<file path="config.mk">
export PLATFORM = sky130hd
export DESIGN_NAME = logic_ops_unit
export DESIGN_NICKNAME = d
export VERILOG_FILES = /design/src/core/logic_ops_pkg.sv /design/src/core/logic_ops_unit.sv
export SDC_FILE = /design/constraint.sdc
export NUM_CORES = 1
export LEC_CHECK = 0
export ABC_CLOCK_PERIOD_IN_PS = 3000
export BUFFER_PORTS_ARGS = -buffer_cell sky130_fd_sc_hd__buf_2
export CAP_MARGIN = 10
export CORE_ASPECT_RATIO = 1.2
export CORE_MARGIN = 5
export CORE_UTILIZATION = 41
export DETAILED_ROUTE_END_ITERATION = 6
export PLACE_DENSITY = 0.63
export REMOVE_ABC_BUFFERS = 1
export SYNTH_ARGS = -nofsm -noshare
export SYNTH_HDL_FRONTEND = slang
export SYNTH_SLANG_ARGS = --single-unit
</file>
<file path="constraint.sdc">
create_clock -name clock_i -period 3 [get_ports clock_i]
set_input_delay 0.15 -clock clock_i [delete_from_list [all_inputs] [get_ports clock_i]]
set_output_delay 0.15 -clock clock_i [all_outputs]
set_load 0.02 [all_outputs]
</file>
<file path="src/core/logic_ops_pkg.sv">
// Purpose: constants and types for the unsigned compare and AND/OR datapath
// Assumes: 24-bit words, six working registers addressed by one-hot octal codes
// Notes: opcode values are the octal codes written out in hexadecimal
package logic_ops_pkg;

  // word and field layout of an instruction
  localparam int WORD_W = 24;
  localparam int AUG_MSB = 23;
  localparam int AUG_LSB = 12;
  localparam int MEM_OP_MSB = 23;
  localparam int MEM_OP_LSB = 18;
  localparam int R1_MSB = 11;
  localparam int R1_LSB = 6;
  localparam int R2_MSB = 5;
  localparam int R2_LSB = 0;
  localparam int IMM_MSB = 7;
  localparam int NUM_REGS = 6;

  // augmented operation fields (octal 0025, 0026, 0015, 0016, 0004)
  localparam logic [11:0] OP_CMP_PAIR = 12'h015;
  localparam logic [11:0] OP_AND_PAIR = 12'h016;
  localparam logic [11:0] OP_CMP_BYTE = 12'h00D;
  localparam logic [11:0] OP_AND_BYTE = 12'h00E;
  localparam logic [11:0] OP_OR_BYTE = 12'h004;
  // memory opcodes (octal 36 and 35)
  localparam logic [5:0] OP_AND_MEM = 6'h1E;
  localparam logic [5:0] OP_OR_MEM = 6'h1D;

  // register slots; slot n answers to one-hot code with bit n set
  localparam logic [2:0] IDX_I = 3'h0;
  localparam logic [2:0] IDX_J = 3'h1;
  localparam logic [2:0] IDX_K = 3'h2;
  localparam logic [2:0] IDX_E = 3'h3;
  localparam logic [2:0] IDX_A = 3'h4;
  localparam logic [2:0] IDX_T = 3'h5;

  // values after reset
  localparam logic [23:0] REG_RESET = 24'h000000;

  typedef logic [5:0][23:0] reg_file_t;

  typedef struct packed {
    logic pos;
    logic neg;
    logic zero;
  } cond_t;

  localparam cond_t COND_RESET = 3'h0;

  typedef enum logic [2:0] {
    K_NONE, K_CMP_PAIR, K_AND_PAIR, K_CMP_BYTE, K_AND_BYTE, K_OR_BYTE, K_AND_MEM, K_OR_MEM
  } op_kind_t;

  typedef enum logic {
    ST_IDLE, ST_MEM_WAIT
  } exec_state_t;

endpackage

</file>
<file path="src/core/logic_ops_unit.sv">
// Purpose: execute unsigned compares in register and immediate forms, AND in three operand forms, OR in immediate and memory forms
// Assumes: sequencer presents one instruction word per accept, memory data later
// Notes: register and immediate forms finish in one edge, memory forms stall
`timescale 1ns/1ps
`default_nettype none

module logic_ops_unit (
  // clock and reset
  input wire logic clock_i,
  input wire logic reset_n_i,
  // instruction from the sequencer
  input wire logic instr_valid_i,
  input wire logic [23:0] instr_i,
  // memory operand path
  input wire logic mem_valid_i,
  input wire logic [23:0] mem_data_i,
  // register preload from the sequencer
  input wire logic load_valid_i,
  input wire logic [5:0] load_sel_i,
  input wire logic [23:0] load_data_i,
  // state and answers
  output logic_ops_pkg::reg_file_t regs_o,
  output logic_ops_pkg::cond_t cond_o,
  output logic busy_o,
  output logic mem_wait_o,
  output logic done_o,
  output logic illegal_o
);

  // one-hot code to slot index
  function automatic logic [2:0] sel_index(input logic [5:0] code);
    logic [2:0] idx;
    idx = 3'h0;
    for (int n = 0; n < logic_ops_pkg::NUM_REGS; n++) begin
      if (code[n]) begin
        idx = 3'(n);
      end
    end
    return idx;
  endfunction

  // true for exactly one bit set
  function automatic logic sel_legal(input logic [5:0] code);
    return (code != 6'h00) && ((code & (code - 6'h01)) == 6'h00);
  endfunction

  // sign and zero status of a word
  function automatic logic_ops_pkg::cond_t status_of(input logic [23:0] w);
    logic_ops_pkg::cond_t c;
    c.zero = (w == 24'h000000);
    c.neg = w[23];
    c.pos = !w[23] && (w != 24'h000000);
    return c;
  endfunction

  // unsigned second minus first
  function automatic logic_ops_pkg::cond_t ucompare(input logic [23:0] r2, input logic [23:0] r1);
    logic_ops_pkg::cond_t c;
    c.zero = (r2 == r1);
    c.pos = (r2 > r1);
    c.neg = (r2 < r1);
    return c;
  endfunction

  logic_ops_pkg::reg_file_t regs, next_regs;
  logic_ops_pkg::cond_t cond, next_cond;
  logic_ops_pkg::exec_state_t state, next_state;
  logic busy, next_busy;
  logic mem_or, next_mem_or;
  logic done, next_done;
  logic illegal, next_illegal;
  logic_ops_pkg::op_kind_t kind;
  logic [5:0] r1_code, r2_code;
  logic [2:0] r1_idx, r2_idx;
  logic [7:0] imm;
  logic pair_ok;
  logic take;

  // instruction field decode
  always_comb begin
    r1_code = instr_i[logic_ops_pkg::R1_MSB:logic_ops_pkg::R1_LSB];
    r2_code = instr_i[logic_ops_pkg::R2_MSB:logic_ops_pkg::R2_LSB];
    imm = instr_i[logic_ops_pkg::IMM_MSB:0];
    r1_idx = sel_index(r1_code);
    r2_idx = sel_index(r2_code);
    pair_ok = sel_legal(r1_code) && sel_legal(r2_code);
    take = (state == logic_ops_pkg::ST_IDLE) && instr_valid_i;
    kind = logic_ops_pkg::K_NONE;
    if (instr_i[logic_ops_pkg::MEM_OP_MSB:logic_ops_pkg::MEM_OP_LSB] == logic_ops_pkg::OP_AND_MEM) begin
      kind = logic_ops_pkg::K_AND_MEM;
    end else if (instr_i[logic_ops_pkg::MEM_OP_MSB:logic_ops_pkg::MEM_OP_LSB] == logic_ops_pkg::OP_OR_MEM) begin
      kind = logic_ops_pkg::K_OR_MEM;
    end else begin
      case (instr_i[logic_ops_pkg::AUG_MSB:logic_ops_pkg::AUG_LSB])
        logic_ops_pkg::OP_CMP_PAIR: kind = logic_ops_pkg::K_CMP_PAIR;
        logic_ops_pkg::OP_AND_PAIR: kind = logic_ops_pkg::K_AND_PAIR;
        logic_ops_pkg::OP_CMP_BYTE: kind = logic_ops_pkg::K_CMP_BYTE;
        logic_ops_pkg::OP_AND_BYTE: kind = logic_ops_pkg::K_AND_BYTE;
        logic_ops_pkg::OP_OR_BYTE: kind = logic_ops_pkg::K_OR_BYTE;
        default: kind = logic_ops_pkg::K_NONE;
      endcase
    end
  end

  // next register, condition and sequencing values
  always_comb begin
    next_regs = regs;
    next_cond = cond;
    next_state = state;
    next_busy = busy;
    next_mem_or = mem_or;
    next_done = 1'b0;
    next_illegal = 1'b0;
    case (state)
      logic_ops_pkg::ST_IDLE: begin
        if (instr_valid_i) begin
          next_done = 1'b1;
          case (kind)
            logic_ops_pkg::K_CMP_PAIR: begin
              if (!pair_ok) begin
                next_illegal = 1'b1;
              end else begin
                next_cond = ucompare(regs[r2_idx], regs[r1_idx]);
              end
            end
            logic_ops_pkg::K_AND_PAIR: begin
              if (!pair_ok) begin
                next_illegal = 1'b1;
              end else begin
                next_regs[r2_idx] = regs[r1_idx] & regs[r2_idx];
                next_cond = status_of(regs[r1_idx] & regs[r2_idx]);
              end
            end
            logic_ops_pkg::K_CMP_BYTE: begin
              next_cond = ucompare({16'h0000, regs[logic_ops_pkg::IDX_A][7:0]}, {16'h0000, imm});
            end
            logic_ops_pkg::K_AND_BYTE: begin
              next_regs[logic_ops_pkg::IDX_A][7:0] = regs[logic_ops_pkg::IDX_A][7:0] & imm;
              next_cond = status_of({regs[logic_ops_pkg::IDX_A][23:8], regs[logic_ops_pkg::IDX_A][7:0] & imm});
            end
            logic_ops_pkg::K_OR_BYTE: begin
              next_regs[logic_ops_pkg::IDX_A][7:0] = regs[logic_ops_pkg::IDX_A][7:0] | imm;
              next_cond = status_of({regs[logic_ops_pkg::IDX_A][23:8], regs[logic_ops_pkg::IDX_A][7:0] | imm});
            end
            logic_ops_pkg::K_AND_MEM, logic_ops_pkg::K_OR_MEM: begin
              next_done = 1'b0;
              next_state = logic_ops_pkg::ST_MEM_WAIT;
              next_busy = 1'b1;
              next_mem_or = (kind == logic_ops_pkg::K_OR_MEM);
            end
            default: begin
              next_illegal = 1'b1;
            end
          endcase
        end else if (load_valid_i && sel_legal(load_sel_i)) begin
          next_regs[sel_index(load_sel_i)] = load_data_i;
        end
      end
      logic_ops_pkg::ST_MEM_WAIT: begin
        if (mem_valid_i) begin
          next_state = logic_ops_pkg::ST_IDLE;
          next_busy = 1'b0;
          next_done = 1'b1;
          if (mem_or) begin
            next_regs[logic_ops_pkg::IDX_A] = regs[logic_ops_pkg::IDX_A] | mem_data_i;
            next_cond = status_of(regs[logic_ops_pkg::IDX_A] | mem_data_i);
          end else begin
            next_regs[logic_ops_pkg::IDX_A] = regs[logic_ops_pkg::IDX_A] & mem_data_i;
            next_cond = status_of(regs[logic_ops_pkg::IDX_A] & mem_data_i);
          end
        end
      end
      default: begin
        next_state = logic_ops_pkg::ST_IDLE;
        next_busy = 1'b0;
      end
    endcase
  end

  // state registers
  always_ff @(posedge clock_i or negedge reset_n_i) begin
    if (!reset_n_i) begin
      for (int n = 0; n < logic_ops_pkg::NUM_REGS; n++) begin
        regs[n] <= logic_ops_pkg::REG_RESET;
      end
      cond <= logic_ops_pkg::COND_RESET;
      state <= logic_ops_pkg::ST_IDLE;
      busy <= 1'b0;
      mem_or <= 1'b0;
      done <= 1'b0;
      illegal <= 1'b0;
    end else begin
      regs <= next_regs;
      cond <= next_cond;
      state <= next_state;
      busy <= next_busy;
      mem_or <= next_mem_or;
      done <= next_done;
      illegal <= next_illegal;
    end
  end

  // outputs straight from the flops
  assign regs_o = regs;
  assign cond_o = cond;
  assign busy_o = busy;
  assign mem_wait_o = busy;
  assign done_o = done;
  assign illegal_o = illegal;
endmodule // logic_ops_unit

`default_nettype wire

</file>
==> results of run 1 <==
-- kinds of logic after synthesis --
| kind of cell | after synthesis | share of synthesized area [%] |
|---|---|---|
| compound gates | 408 | 23.20 |
| xor+xnor | 6 | 0.4337 |
| fa+ha+maj | 78 | 7.930 |
| buf+inv | 138 | 5.101 |
| flops | 152 | 31.39 |
| mux | 211 | 20.72 |
| simple gates | 278 | 11.22 |
-- registers in the layout (all words and copies together), names as in the netlist --
signal     flops
regs_o       144
illegal_o      1
cond_o         3
state          1
mem_or         1
busy_o         1
done_o         1
-- cell usage after synthesis, types with 4 or more instances --
cell	instances
nand2_1	158
maj3_1	6
nand2b_1	8
mux2_2	87
inv_1	40
buf_1	4
dfrtp_1	152
nor2b_1	5
buf_2	11
ha_1	72
o22ai_1	111
a22oi_1	28
o2bb2ai_1	24
mux4_2	15
o21ai_0	83
o21a_1	22
nor3_1	13
nor4_1	25
o211ai_1	11
o31ai_1	4
a222oi_1	8
a21oi_1	26
nor2_1	25
and3_1	6
buf_6	10
nand4_1	7
o221ai_1	23
mux2_4	20
clkbuf_1	68
a221oi_1	32
o21bai_1	6
a31oi_1	5
nand3_1	9
mux2i_1	87
xor2_1	5
-- metrics by stage --
stage	instances	hold slack (ns)
after floorplan	1175	-0.1456
after global placement	2031	0.08059
after detailed placement	2031	0.07967
after CTS	2067	0.02149
after global routing	2080	0.04988
final	2080	0.05380
-- power breakdown --
part | internal (µW) | leakage [µW] | switching [µW]
logic | 715 | 0.00565 | 1060
registers | 2140 | 0.00210 | 132
clock network | 1180 | 0.000285 | 1050
total | 4030 | 0.00804 | 2240
-- path summary, 6_finish.rpt --
path	endpoint	cells past startpoint	slack, ns
min in group asynchronous	regs_o[130]	2	0.16
max in group asynchronous	regs_o[80]	3	1.78
max	cond_o[1]	10	-0.29
max reg2reg	cond_o[1]	10	-0.29
min reg2reg	busy_o	1	0.53
min	done_o	3	0.05
-- per-layer routing --
metal	vias to the layer above	wire length, µm	track usage [%]
met3	225	5470	6.589
met4	0	3260	16.85
li1	5746	-	-
met5	-	0	0
met1	6513	21420	41.15
met2	954	24810	50.80
-- cell type report --
cell class              count  area [µm²]
flip-flops and latches    152        3804
clock buffers              17       425.4
inverters                  42       157.7
well taps                 390       488.0
multi-input cells         981        7893
clock inverters            15       155.1
fillers                  2684       13190
repair buffers            483        3332
-- worst max-delay path, delay by kind of cell, from the launching register on --
kind,cells,cell delay (ns)
buffers and inverters,1,0.15
AND/OR/NAND/NOR,1,0.56
adder cells (fa/ha/maj),1,0.31
multiplexers,3,0.96
AO/OA/AOI/OAI,4,0.80
flip-flops,1,0.40
-- what timing repair did --
action                     CTS  global route
gates resized for setup     14            14
pin swaps                    4             7
hold endpoints to repair    35             0
hold buffers                 1             0
gates cloned                 1             0
setup endpoints to repair    3            18
buffers inserted             2            13
==> flow_metrics.py, run 1 <==
metrics = {
    "setup_path": {
        "cp-start-kind": "register",
        "crit_chain": "mux4_2 > mux2i_1 > o21ai_1 > ha_1 > or4bb_4 > buf_6 > o41ai_4 > o31a_1 > o32ai_2 > mux2_4",
        "cp_slowest_stage_delay_ns": 0.56,
        "crit_required_ns": 3.33,
        "r2r-start": "regs_o[16]",
        "crit_path_end_kind": "register",
        "path_max_fanout": 2,
        "critical_path.startpoint": "regs_o[16]",
        "path_class": "reg2reg",
        "slowest_stage": "or4bb_4",
        "worstPathArrival_ns": 3.62,
    },
    "grt": {
        "grt_antenna_before_repair": 0,
        "grt_pass1_vias": 13203,
        "grt_usage_pct": 31.95,
        "grt_pass1_wl_um": 81360,
        "grt_overflow": 0,
        "grt_max_degree": 69,
    },
    "routing": {
        "drcViolationCount": 2,
        "via_per_inst": 6.461,
        "wire_per_inst_um": 26.42,
        "first_pass_iters": 7,
        "wl_um": 54950,
        "ant_nets": 0,
        "first_iter_violations": 1537,
        "num_vias": 13438,
    },
    "die": {
        "pin_count": 234,
        "die_h_um": 198.3,
        "start_util_pct": 41.16,
        "chipWidth_um": 166.9,
        "std_cell_rows": 69,
        "coreArea_mm2": 0.02944,
        "die-area_mm2": 0.03311,
    },
    "final_layout": {
        "final_common_cell": "buf_2",
        "drive_gt1_share_pct": 39.70,
        "finalInstanceArea_mm2": 0.01625,
        "nets": 1832,
        "num_antenna_cells": 0,
        "area_delta_synth_final_pct": 34.13,
        "most-common-layout-cells": "buf_2 (232), buf_4 (226), nand2_1 (158)",
        "final_core_utilization_pct": 55.21,
    },
    "synth": {
        "ys_top_cells_by_area": "dfrtp_1 (31%), mux2_2 (8.1%), ha_1 (7.4%), mux2i_1 (7.2%), o22ai_1 (5.7%)",
        "syn-cell-area_mm2": 0.01212,
        "synthFlopType": "dfrtp_1",
        "ys_warn_count": 0,
        "synth.avg_cell_area_um2": 9.534,
        "ys_ff_latch": 152,
        "synth.distinct_cells": 69,
        "synth_edf_count": 0,
        "synth_cells": 1271,
        "synth-async-reset-ratio_pct": 100.0,
        "yosys.area.top_type": "dfrtp_1",
        "yosysSeqAreaShare_pct": 31.39,
        "synth_top_area_share_pct": 31.39,
    },
    "status": {
        "status": "complete, but fails checks",
        "violations": "DRC, setup timing",
    },
    "timing": {
        "fin_tns_setup_ns": -0.6844,
        "drv_slew": 0,
        "setup_ws_ns": -0.2922,
        "clock_skew_ns": 0.01123,
        "max_slew_margin_pct": 19.34,
        "worst_pin_slew_ns": 1.201,
        "max_freq_mhz": 303.8,
        "fin_crit_ns": 3.292,
        "hold_viol": 0,
        "finalSetupViolations": 3,
        "period_share_pct": 109.7,
        "grt_setup_unrepaired": "yes",
    },
    "clock_tree": {
        "insertion_delay_ns": 0.45,
        "clk_transition_reported_paths_ns": 0.07,
        "cts_buffers": 17,
        "root_buffer": "clkbuf_16",
        "clk_path_buf_depth": 2,
        "cts_tree": "done",
        "cts_sinks": 152,
        "h-tree-depth": 4,
    },
    "power": {
        "p_per_area_mw_per_mm2": 385.5,
        "vdd_drop_max_v": 0.0003405,
        "p_leak_uw": 0.008036,
        "finalPower_uw": 6266,
    },
    "flow_run": {
        "drv_cap": 0,
    },
    "placement": {
        "dp_slack_ns": -0.7854,
        "numPortBuffers": 233,
        "post_dp_cell_area_mm2": 0.01536,
        "dpl.hpwl_um": 40270,
        "gp_congestion": 0.9960,
    },
    "min_path": {
        "hp-start": "mem_valid_i",
        "hold_class": "in2reg",
    },
}
No activity file was read; power rests on OpenSTA's default activity.
==> run 2: changes to the inputs <==
- CORE_ASPECT_RATIO: 1.2 -> 0.7
- TNS_END_PERCENT: unset -> 10
==> run 2 against run 1 <==
Compared with the run above:
- the run ends with setup timing left
- via count fell by 0.12%
- combinational power about the same
- clock power increased by 2%
- setup slack better by 0.085 ns
- non-clock buffer count grew 9
- final area hardly changed
- critical endpoint unchanged
- largest cell class unchanged
==> flow_metrics.py, run 2 (synthesized netlist as in run 1, its figures left out) <==
metrics = {
    "status": {
        "violations": "setup timing",
        "status": "complete, but fails checks",
    },
    "clock_tree": {
        "cts_tree": "done",
        "root_buffer": "clkbuf_16",
        "cts_buffers": 17,
        "clk_transition_reported_paths_ns": 0.07,
        "h-tree-depth": 4,
        "cts_sinks": 152,
        "insertion_delay_ns": 0.46,
        "clk_path_buf_depth": 2,
    },
    "grt": {
        "grt_antenna_before_repair": 2,
        "grt_pass1_wl_um": 83790,
        "grt_max_degree": 67,
        "grt_usage_pct": 33.21,
        "grt_overflow": 0,
        "grt_pass1_vias": 13065,
    },
    "routing": {
        "wire_per_inst_um": 27.32,
        "ant_nets": 0,
        "first_iter_violations": 1812,
        "wl_um": 56740,
        "via_per_inst": 6.462,
        "num_vias": 13422,
        "drcViolationCount": 0,
        "first_pass_iters": 7,
    },
    "setup_path": {
        "crit_chain": "buf_6 > o21bai_4 > a21oi_4 > buf_12 > buf_12 > mux4_2 > mux2i_1 > o21ai_1 > ha_1 > nand4b_1 > nor4_4 > buf_4 > o31a_1 > o31a_1 > o32ai_2 > mux2_4",
        "cp_top_family": "compound AO/OA/AOI/OAI gates",
        "crit_required_ns": 3.35,
        "path_max_fanout": 6,
        "cp-start-kind": "primary input",
        "path_buf_inv": 4,
        "worstPathArrival_ns": 3.56,
        "path_class": "in2reg",
        "cp_slowest_stage_delay_ns": 0.50,
        "crit_path_end_kind": "register",
        "slowest_stage": "mux4_2",
    },
    "final_layout": {
        "num_antenna_cells": 0,
        "seq_area_mm2": 0.003804,
        "most-common-layout-cells": "buf_4 (239), buf_2 (230), nand2_1 (158)",
        "multi_input_area_mm2": 0.007866,
        "finalInstanceArea_mm2": 0.01627,
        "final_common_cell": "buf_4",
        "fillers": 2695,
        "area_delta_synth_final_pct": 34.26,
        "stdcell_count": 2077,
        "nets": 1841,
        "drive_gt1_share_pct": 39.96,
        "largest_reg_flops": 144,
    },
    "die": {
        "die_h_um": 153.8,
        "coreArea_mm2": 0.02902,
        "die-area_mm2": 0.03315,
        "start_util_pct": 41.76,
        "std_cell_rows": 52,
        "chipWidth_um": 215.5,
        "pin_count": 234,
    },
    "timing": {
        "max_freq_mhz": 311.8,
        "worst_pin_slew_ns": 1.382,
        "drv_slew": 0,
        "period_share_pct": 106.9,
        "finalSetupViolations": 3,
        "max_slew_margin_pct": 7.148,
        "clock_skew_ns": 0.009690,
        "grt_setup_unrepaired": "yes",
        "hold-worst-slack_ns": 0.02579,
        "fin_crit_ns": 3.207,
        "setup_ws_ns": -0.2071,
        "hold_viol": 0,
    },
    "power": {
        "vdd_drop_max_v": 0.0003325,
        "p_per_area_mw_per_mm2": 387.1,
        "p_leak_uw": 0.008071,
    },
    "min_path": {
        "hold_class": "in2reg",
    },
    "placement": {
        "gp_congestion": 0.9827,
        "numPortBuffers": 233,
        "dp_slack_ns": -0.7520,
        "dpl.hpwl_um": 41530,
        "dp_cells": 2034,
        "post_dp_cell_area_mm2": 0.01546,
    },
    "flow_run": {
        "drv_cap": 0,
    },
}
## run 2: area by class of cell
class	count	area share, %
Multi-Input combinational cell	981	48.35
Sequential cell	152	23.38
Timing Repair Buffer	492	20.76
Tap cell	378	2.907
Clock buffer	17	2.615
Clock inverter	15	1.023
Inverter	42	0.9690
## run 2: worst paths after layout
check                      slack [ns]           to  cells after the start            from
setup / recovery                -0.21    cond_o[1]                     16      instr_i[9]
hold / removal                   0.03  regs_o[109]                      3  mem_data_i[13]
setup reg to reg                -0.18    cond_o[1]                     11      regs_o[47]
hold reg to reg                  0.56       busy_o                      1          busy_o
max in group asynchronous        1.84  regs_o[123]                      3       reset_n_i
min in group asynchronous        0.21  regs_o[126]                      2       reset_n_i
## run 2: report_power, final
group / switching [µW] / internal, µW
Sequential: 148 / 2140
Clock: 1020 / 1240
Combinational: 1050 / 702
## run 2: what timing repair did
item,CTS,global route
setup buffers,9,0
hold buffers,1,0
pin swaps,9,3
resized for setup,20,7
endpoints found under the hold margin,50,0
endpoints found under the setup margin,3,3
gates cloned,1,0
## run 2: tightest hold or removal path, delay by kind of cell
family	cells	cell delay (ns)
AND/OR/NAND/NOR	1	0.05
AO/OA/AOI/OAI	1	0.11
buffers and inverters	1	0.13
## run 2: through the flow
stage	total power (µW)	util, %	TNS (ns)
after floorplan	3063	-	-125.97
after global placement	3939	53.27	-2.152
after detailed placement	3956	53.27	-2.409
after CTS	6252	55.94	-0.3106
after global routing	6505	56.07	-0.9372
final	6298	56.07	-0.5584
## run 2: routing by layer
metal | share of wire [%] | vias to the layer above | wire, µm | GRT usage (%)
met2 | 40 | 983 | 22890 | 46.42
met5 | 0.060 | - | 34 | 0
met4 | 3.9 | 4 | 2215 | 13.07
met1 | 42 | 6540 | 23830 | 46.39
li1 | - | 5745 | - | -
met3 | 14 | 150 | 7767 | 12.50
